--- config.mk ---
export PLATFORM = sky130hd
export DESIGN_NAME = adphp_host_port
export DESIGN_NICKNAME = d
export VERILOG_FILES = /design/src/rtl/adphp_pkg.sv /design/src/rtl/adphp_host_port.sv
export SDC_FILE = /design/constraint.sdc
export NUM_CORES = 1
export LEC_CHECK = 0
export BUFFER_PORTS_ARGS = -buffer_cell sky130_fd_sc_hd__buf_4
export CAP_MARGIN = 20
export CORE_MARGIN = 5
export CORE_UTILIZATION = 40
export DETAILED_ROUTE_END_ITERATION = 16
export RECOVER_POWER = 25
export SLEW_MARGIN = 20
export SYNTH_ARGS = -nofsm -noshare
export SYNTH_HDL_FRONTEND = slang
export SYNTH_SLANG_ARGS = --single-unit
--- constraint.sdc ---
create_clock -name clock -period 2.55 [get_ports clock]
set_clock_uncertainty 0.05 [all_clocks]
set_input_delay 0.1275 -clock clock [delete_from_list [all_inputs] [get_ports clock]]
set_output_delay 0.1275 -clock clock [all_outputs]
set_load 0.02 [all_outputs]
--- src/rtl/adphp_pkg.sv ---
// adphp_pkg: shared constants and carriers for the auto-detecting host port
// assumes: one 200 MHz clock; used as adphp_pkg::name, never imported
package adphp_pkg;

  // ==========================================================================
  // widths
  localparam int unsigned DATA_W = 8;
  localparam int unsigned ADDR_W = 6;
  localparam int unsigned PIN_ADDR_W = 3;

  // ==========================================================================
  // strap levels on the address pins: {a2, a1, a0}
  localparam logic [2:0] STRAP_SEP_MUX = 3'h3;
  localparam logic [2:0] STRAP_COM_MUX = 3'h2;
  localparam logic [1:0] STRAP_EPP_TOP = 2'h3;

  // ==========================================================================
  // reset values
  localparam logic [ADDR_W-1:0] ADDR_RESET = 6'h00;
  localparam logic [DATA_W-1:0] DATA_RESET = 8'h00;

  // ==========================================================================
  // bus styles
  typedef enum logic [2:0] {
    ADPHP_MODE_NONE,
    ADPHP_MODE_SEP_DED,
    ADPHP_MODE_SEP_MUX,
    ADPHP_MODE_COM_DED,
    ADPHP_MODE_COM_MUX,
    ADPHP_MODE_EPP
  } adphp_mode_t;

  // ==========================================================================
  // raw host pins, grouped
  typedef struct packed {
    logic             chip_select_n;
    logic             strobe_a_n;   // read strobe / shared / epp data strobe
    logic             strobe_b;     // write strobe / rw_direction / epp dir
    logic             latch_pin;    // ale / addr strobe / epp addr strobe
    logic [2:0]       addr_pins;    // a2..a0 (a0 doubles as hold-off out)
    logic [DATA_W-1:0] bus;
  } adphp_pins_t;

  // register-side access request toward the device core
  typedef struct packed {
    logic              wr;
    logic              rd;
    logic [ADDR_W-1:0] addr;
    logic [DATA_W-1:0] wdata;
  } adphp_req_t;

endpackage : adphp_pkg
--- src/rtl/adphp_host_port.sv ---
// adphp_host_port: 8-bit parallel host port with bus style detection
// assumes: host pins are asynchronous and are synchronised here; core
// returns read data combinationally for the presented address
//
// Operation
// - dedicated bus: drive data only on reads
// - muxed bus: address on low six, then data
// - latch address while latch high and strobe inactive
// - epp: latch address while addr strobe low
// - epp hold-off low starts, high ends cycle
// - dedicated: three address pins give bits 0-2
// - powerdown high: ignore all bus activity
// - powerdown falling edge ends internal reset
// - epp only muxed, with hold-off output
// - after reset clear mode, detect afresh
// - style from strap levels after reset
// - strap decode of latch and address pins
// - epp: data strobe ignored while deselected
// - hold-off undriven until first addr strobe
`timescale 1ns/1ps

module adphp_host_port (
  input  wire logic                       clock,
  input  wire logic                       rst,
  input  wire logic                       reset_powerdown_in,
  input  wire logic                       chip_select_n,
  input  wire logic                       strobe_a_n,
  input  wire logic                       strobe_b,
  input  wire logic                       latch_pin,
  input  wire logic [2:0]                 addr_pins_in,
  input  wire logic [7:0]                 bus_in,
  output logic [7:0]                      bus_out,
  output logic                            bus_oe,
  output logic                            hold_off_out,
  output logic                            hold_off_oe,
  output adphp_pkg::adphp_mode_t          mode,
  output logic                            internal_reset,
  output adphp_pkg::adphp_req_t           req,
  input  wire logic [7:0]                 core_rdata
);

  // ==========================================================================
  // input synchronisers
  adphp_pkg::adphp_pins_t pins_raw;
  adphp_pkg::adphp_pins_t sync1;
  adphp_pkg::adphp_pins_t pins;
  logic                   pd_s1;
  logic                   pd;

  assign pins_raw = '{chip_select_n: chip_select_n, strobe_a_n: strobe_a_n,
                      strobe_b: strobe_b, latch_pin: latch_pin,
                      addr_pins: addr_pins_in, bus: bus_in};

  always_ff @(posedge clock or posedge rst) begin
    if (rst) begin
      sync1 <= '1;
      pins  <= '1;
      pd_s1 <= 1'b1;
      pd    <= 1'b1;
    end else begin
      sync1 <= pins_raw;
      pins  <= sync1;
      pd_s1 <= reset_powerdown_in;
      pd    <= pd_s1;
    end
  end

  // ==========================================================================
  // state
  typedef enum logic [1:0] {
    ADPHP_ST_DOWN,
    ADPHP_ST_DETECT,
    ADPHP_ST_RUN
  } adphp_state_t;

  adphp_state_t                      state;
  adphp_state_t                      next_state;
  adphp_pkg::adphp_mode_t            next_mode;
  logic [adphp_pkg::ADDR_W-1:0]      addr_reg;
  logic [adphp_pkg::ADDR_W-1:0]      next_addr_reg;
  logic                              strobe_d;
  logic                              next_strobe_d;
  logic                              latch_d;
  logic                              next_latch_d;
  logic                              hold_en;
  logic                              next_hold_en;
  logic                              hold_n;
  logic                              next_hold_n;
  logic [7:0]                        rdata;
  logic [7:0]                        next_rdata;
  logic                              drive;
  logic                              next_drive;
  adphp_pkg::adphp_req_t             next_req;
  logic                              pd_d;
  logic                              next_pd_d;
  logic                              pd_fall;
  logic                              was_read;
  logic                              next_was_read;

  // decoded per-mode controls
  logic muxed;
  logic epp;
  logic sel;
  logic strobe_act;
  logic is_read;
  logic latch_act;
  logic [adphp_pkg::ADDR_W-1:0] cur_addr;

  always_comb begin
    muxed = (mode == adphp_pkg::ADPHP_MODE_SEP_MUX) ||
            (mode == adphp_pkg::ADPHP_MODE_COM_MUX) ||
            (mode == adphp_pkg::ADPHP_MODE_EPP);
    epp   = (mode == adphp_pkg::ADPHP_MODE_EPP);
    sel   = !pins.chip_select_n;
    case (mode)
      adphp_pkg::ADPHP_MODE_SEP_DED,
      adphp_pkg::ADPHP_MODE_SEP_MUX: begin
        // either strobe low makes an access; read when read strobe low
        strobe_act = sel && (!pins.strobe_a_n || !pins.strobe_b);
        is_read    = !pins.strobe_a_n;
      end
      adphp_pkg::ADPHP_MODE_COM_DED,
      adphp_pkg::ADPHP_MODE_COM_MUX: begin
        strobe_act = sel && !pins.strobe_a_n;
        is_read    = pins.strobe_b;
      end
      adphp_pkg::ADPHP_MODE_EPP: begin
        strobe_act = sel && !pins.strobe_a_n;
        is_read    = pins.strobe_b;
      end
      default: begin
        strobe_act = 1'b0;
        is_read    = 1'b0;
      end
    endcase
    if (epp)
      latch_act = !pins.latch_pin;
    else
      latch_act = muxed && pins.latch_pin;
    if (muxed)
      cur_addr = addr_reg;
    else
      cur_addr = {3'h0, pins.addr_pins};
  end

  // ==========================================================================
  // next-state logic
  always_comb begin
    next_state    = state;
    next_mode     = mode;
    next_addr_reg = addr_reg;
    next_strobe_d = strobe_act;
    next_latch_d  = latch_act;
    next_rdata    = rdata;
    next_drive    = 1'b0;
    // the core reads combinationally, so the address stands at all times outside powerdown
    next_req      = '0;
    next_req.addr = cur_addr;
    case (state)
      ADPHP_ST_DOWN: begin
        next_mode    = adphp_pkg::ADPHP_MODE_NONE;
        next_addr_reg = adphp_pkg::ADDR_RESET;
        if (pd_fall)
          next_state = ADPHP_ST_DETECT;
      end
      ADPHP_ST_DETECT: begin
        next_state = ADPHP_ST_RUN;
        if (pins.latch_pin && !muxed &&
            pins.addr_pins[2:1] != adphp_pkg::STRAP_EPP_TOP)
          // latch tied high: dedicated bus, strobe style from idle level
          next_mode = pins.strobe_b ? adphp_pkg::ADPHP_MODE_SEP_DED
                                    : adphp_pkg::ADPHP_MODE_COM_DED;
        else if (pins.addr_pins == adphp_pkg::STRAP_SEP_MUX)
          next_mode = adphp_pkg::ADPHP_MODE_SEP_MUX;
        else if (pins.addr_pins == adphp_pkg::STRAP_COM_MUX)
          next_mode = adphp_pkg::ADPHP_MODE_COM_MUX;
        else if (pins.addr_pins[2:1] == adphp_pkg::STRAP_EPP_TOP &&
                 pins.chip_select_n == 1'b0)
          next_mode = adphp_pkg::ADPHP_MODE_EPP;
        else
          next_state = ADPHP_ST_DETECT;
      end
      ADPHP_ST_RUN: begin
        if (latch_act && !strobe_act)
          next_addr_reg = pins.bus[adphp_pkg::ADDR_W-1:0];
        if (strobe_act && is_read) begin
          next_rdata = core_rdata;
          next_drive = 1'b1;
        end
        if (strobe_act && !strobe_d) begin
          next_req.addr = cur_addr;
          next_req.rd   = is_read;
        end
        if (!strobe_act && strobe_d && !was_read) begin
          // write data taken at the strobe's trailing edge
          next_req.addr  = cur_addr;
          next_req.wr    = 1'b1;
          next_req.wdata = pins.bus;
        end
      end
      default: next_state = ADPHP_ST_DOWN;
    endcase
    if (pd) begin
      next_state = ADPHP_ST_DOWN;
      next_drive = 1'b0;
      next_req   = '0;
    end
  end

  always_ff @(posedge clock or posedge rst) begin
    if (rst) begin
      state    <= ADPHP_ST_DOWN;
      mode     <= adphp_pkg::ADPHP_MODE_NONE;
      addr_reg <= adphp_pkg::ADDR_RESET;
      strobe_d <= 1'b0;
      latch_d  <= 1'b0;
      rdata    <= adphp_pkg::DATA_RESET;
      drive    <= 1'b0;
      req      <= '0;
    end else begin
      state    <= next_state;
      mode     <= next_mode;
      addr_reg <= next_addr_reg;
      strobe_d <= next_strobe_d;
      latch_d  <= next_latch_d;
      rdata    <= next_rdata;
      drive    <= next_drive;
      req      <= next_req;
    end
  end

  // ==========================================================================
  // access direction, kept so the trailing edge of a read is no write
  always_comb begin
    next_was_read = was_read;
    if (strobe_act)
      next_was_read = is_read;
    if (pd)
      next_was_read = 1'b0;
  end

  always_ff @(posedge clock or posedge rst) begin
    if (rst)
      was_read <= 1'b0;
    else
      was_read <= next_was_read;
  end

  // ==========================================================================
  // epp hold-off: undriven until the first address strobe after reset
  always_comb begin
    next_hold_en = hold_en;
    next_hold_n  = hold_n;
    if (state != ADPHP_ST_RUN) begin
      next_hold_en = 1'b0;
      next_hold_n  = 1'b1;
    end else if (epp) begin
      if (latch_act && !latch_d)
        next_hold_en = 1'b1;
      next_hold_n = !(strobe_act || latch_act);
    end
  end

  always_ff @(posedge clock or posedge rst) begin
    if (rst) begin
      hold_en <= 1'b0;
      hold_n  <= 1'b1;
    end else begin
      hold_en <= next_hold_en;
      hold_n  <= next_hold_n;
    end
  end

  // ==========================================================================
  // powerdown release; pd_d resets high so reset alone gives no edge
  assign pd_fall = pd_d && !pd;

  always_comb begin
    next_pd_d = pd;
  end

  always_ff @(posedge clock or posedge rst) begin
    if (rst)
      pd_d <= 1'b1;
    else
      pd_d <= next_pd_d;
  end

  // ==========================================================================
  // pin outputs
  assign bus_out        = rdata;
  assign bus_oe         = drive;
  assign hold_off_out   = hold_n;
  assign hold_off_oe    = hold_en && epp;
  assign internal_reset = (state == ADPHP_ST_DOWN);

endmodule // adphp_host_port

Yosys cells after proc, flatten, opt, wreduce, memory -nomap -nowiden
Cells that the tools add are included.

storage, ports and cells
  memories = 0
  bits in read-only memories = 0
  latch bits = 0
  memory bits (writable) = 0
  bits in registers = 74
  output and inout port bits = 31
  logic and storage cells = 122

operators by class
  eq/ne operators = 16
  bitwise logic cells = 1
  reductions and logical operators = 42
  multiply operators = 0
  add/sub/neg operators = 0
  order comparisons = 0
  multiplexer cells = 34
  shifts and indexed selects = 0
  div/mod/pow operators = 0

operators with widths
  cell                count
  $mux 16             2
  $logic_and 1x1->1   14
  $mux 14             1
  $mux 2              7
  $eq 3x2->1 const B  4
  $mux 1              12
  $mux 3              4
  $mux 6              2
  $pmux 6 s2          1
  $logic_not 1->1     11
  $reduce_and 2->1    5
  $reduce_bool 2->1   5
  $ne 2x2->1 const B  4
  $mux 7              1
  $eq 3x3->1 const B  2
  $pmux 2 s3          1
  $pmux 3 s2          1
  $ne 5x5->1 const B  1
  $eq 2x2->1 const B  2
  $logic_or 1x1->1    4
  $pmux 1 s2          2
  $eq 3x1->1 const B  1
  $ne 3x1->1 const B  1
  $reduce_or 3->1     1
  4 further kinds     4

Longest topological paths before layout
  depth after elaboration = 10
  depth in mapped cells = 7
  mapped depth without buffers = 5

Least setup slack after synthesis
Ideal clock, no wire load.

  path type = flip-flop to flip-flop
  from = register mode[2]
  to = register addr_reg[0] (netlist name)
  setup time = 0.124 ns
  slack = 0.527 ns
  arrival = 1.849 ns
  period minus slack after synthesis = 2.023 ns
  stages on the path, launching flop included = 8
  cells stage by stage = dfrtp_1 buf_6 o21a_1 a2111o_1 buf_6 and3_1 buf_6 a211o_1

between the ends
  longest elaborated chain between the ends = 8
  elaborated cells between the ends (all ways) = 16

ends and longest elaborated chain
  what                                                                line                    source
  start: declaration                                                  adphp_host_port.sv:36   output adphp_pkg::adphp_mode_t mode,
  start signal: assignment                                            adphp_host_port.sv:213  mode <= adphp_pkg::ADPHP_MODE_NONE;
  start signal: assignment                                            adphp_host_port.sv:222  mode <= next_mode;
  parallel branches: the longest is 5 deep, another holds $eq 3x3->1  --
  $logic_and 1x1->1 *                                                 adphp_host_port.sv:184  if (latch_act && !strobe_act)
  $ne 2x2->1 (no source line) *                                       --
  $reduce_and 2->1 (no source line) *                                 --
  end signal: assignment                                              adphp_host_port.sv:214  addr_reg <= adphp_pkg::ADDR_RESET;
  end signal: assignment                                              adphp_host_port.sv:223  addr_reg <= next_addr_reg;
  end: declaration                                                    adphp_host_port.sv:79   logic [adphp_pkg::ADDR_W-1:0] addr_reg;

Mark *: on every way between the ends.
A chain may end at the register's enable or synchronous reset.

==> metrics <==
CP bufs+invs=1; I/O pin count=57; Cell Pwr Density=697 mW/mm2; global route overflow=0; first-pass GRT wire length=8320 um; Die H=91.7 um; most area-hungry cell type in the Yosys netlist=dfrtp_1; Clock Tree Buf Depth=2; synthesized instance count=188; crit path max fanout=10; max_slew headroom=16.2%; Tmin final=2.06 ns; grt met2 use=20.1%; max-cap check violation count=0; Hold Path Class=flip-flop to flip-flop; synth warn=0; DRC Markers=0; biggest registers after layout=req (16), pins (15), sync1 (15); Worst Setup End Kind=flip-flop; TritonCTS clock tree=yes; post-synthesis xor/xnor area fraction=0.328%; number of global-route vias before repair=1734; Peak VDD IR=0.000426 V; Synth top area share=37.5%; Seq cells post-synth=74; CTS root buffer=clkbuf_8; cts bufs inserted=9; Area growth syn-to-layout=34.8%; GRT Total Usage=12.8%; drt wl/cell=14.1 um; Post-CTS Setup Bufs=0; Setup TNS=0 ns; Largest register FFs=16; Post-synth EDFFs=0; drt pass-1 iters=4; crit path max-delay cell type=dfrtp_1; RSZ-0062 raised after global routing=false; Clock Pin Slew Worst Setup and Hold Paths=0.08 ns; DRT antenna net count=0; Synth Area in Adders=0%; Post-synth top cells=dfrtp_1 (40), dfstp_2 (34), and2_1 (15); area share of and/or/nand/nor cells after synthesis=12.3%; Placer Congestion=0.774; GR peak layer=met2; Main synth FF type=dfrtp_1; fraction of registers with async set/reset=100%; synth top area cells=dfrtp_1 (37%), dfstp_2 (33%), and2_1 (3.5%); die area=0.00842 mm2; share of layout cells above drive strength 1=42.1%; CTS H-tree depth=3; crit path launch type=flip-flop; Row Count=29; Worst path top cell family by delay=simple AND/OR/NAND/NOR gates; Syn Area/Cell=14.2 um2; Worst-Skew Late Latency=0.34 ns; Reg with most FFs=req; Setup Viol. Count Final=0; Total Nets Final=299; critical setup path kind=flip-flop to flip-flop; final worst-path cycle share=80.6%; pin count of the biggest net entering global routing=42; worst path cell trace=nor3_1 -> a2111o_1 -> inv_1 -> nor4_4 -> and2_1; Post-DP Area=0.00316 mm2; CORE AREA=0.00642 mm2; Syn Nets=214; Critical Path AT=2.28 ns; Max Clock Freq=0.486 GHz; Cell Area, Synth=0.00267 mm2; n_diodes=0; Initial Utilization=41.6%; hpwl dp=3210 um; sequential fraction of the synthesis area=70.9%; combinational family with the most area after synthesis=simple AND/OR/NAND/NOR gates; Synth Area in Compound Gates=7.96%; M1 GR Usage=15.5%; slowest stage delay, CP=0.47 ns; most instantiated library cell after synthesis=dfrtp_1; final hold violations=0; Slew @ Worst Pin=1.26 ns; initial antenna violation count=0; GRT met3 Usage=5.40%; mux share of post-synthesis cell area=5.99%; initial DRC count=70; total routed wirelength=5010 um; Vias=1683; cell leakage power=1.71 nW; synth unique cells=35; Die X-Extent=91.7 um; fin. max-slew vios=0; Sink Count=74; Critical Path RT=2.78 ns; via-per-instance ratio=4.74; IO buf count=56; status=completed; final instance area=0.00360 mm2
==> layer usage <==
metal,share of wire (%),vias up
met5,0,-
met4,1.6,0
met3,5.5,7
met2,48,41
met1,45,828
li1,-,807
==> metrics by stage <==
step | hold slack (ns) | setup slack [ns] | power (mW) | cells | util [%]
after floorplan | 0.0820 | 0.527 | 1.49 | 188 | -
final | 0.301 | 0.494 | 2.51 | 355 | 56.1
after global routing | 0.302 | 0.337 | 2.64 | 355 | 56.1
after CTS | 0.304 | 0.470 | 2.55 | 355 | 56.1
after detailed placement | 0.187 | 0.495 | 1.62 | 314 | 49.2
after global placement | 0.185 | 0.534 | 1.61 | 314 | 49.2
==> placed cells by master (no fill, tap or decap), drive strengths merged, types with 2 or more instances in the layout <==
master / n
and3b: 2
a211o: 6
nand2: 11
a2111oi: 2
dlygate4sd3: 25
nor2: 9
nand2b: 3
mux2: 8
buf: 40
nor2b: 3
a21oi: 9
o21ai: 5
clkinv: 4
nor3: 3
nor4: 2
dfstp: 34
nand3: 2
inv: 4
and2: 15
mux2i: 7
dfrtp: 40
clkbuf: 28
nor3b: 3
==> worst paths after layout <==
kind                       depth (start not counted)  startpoint          end  slack [ns]
min in group asynchronous                          3         rst  addr_reg[1]        0.64
max                                                5     mode[1]       req[7]        0.49
max reg2reg                                        5     mode[1]       req[7]        0.49
max in group asynchronous                          4         rst     pins[11]        0.93
min                                                0    sync1[9]      pins[9]        0.30
min reg2reg                                        0    sync1[9]      pins[9]        0.30
==> layout make-up <==
class                           instances  area, um2
Inverter                                4       15.0
Multi-Input combinational cell        102        711
Clock inverter                          5       53.8
Fill cell                             554       2820
Clock buffer                           11        141
Tap cell                               77       96.3
Timing Repair Buffer                   82        691
Sequential cell                        74       1890
==> cell families after synthesis <==
logic type,after synthesis
AO/OA/AOI/OAI,29
XOR/XNOR,1
buffers and inverters,12
flip-flops,74
multiplexers,15
AND/OR/NAND/NOR,57
==> power breakdown <==
group / total [mW] / internal [mW] / switching (mW)
logic: 0.299 / 0.153 / 0.145
clock network: 0.890 / 0.476 / 0.414
registers: 1.32 / 1.26 / 0.0559
==> repair_timing <==
| action | in CTS | in global routing |
|---|---|---|
| setup endpoints to repair | 0 | 0 |
| resized for setup | 0 | 0 |
| endpoints found under the hold margin | 44 | 0 |
| hold buffers | 25 | 0 |
No activity file was read; power rests on OpenSTA's default activity.
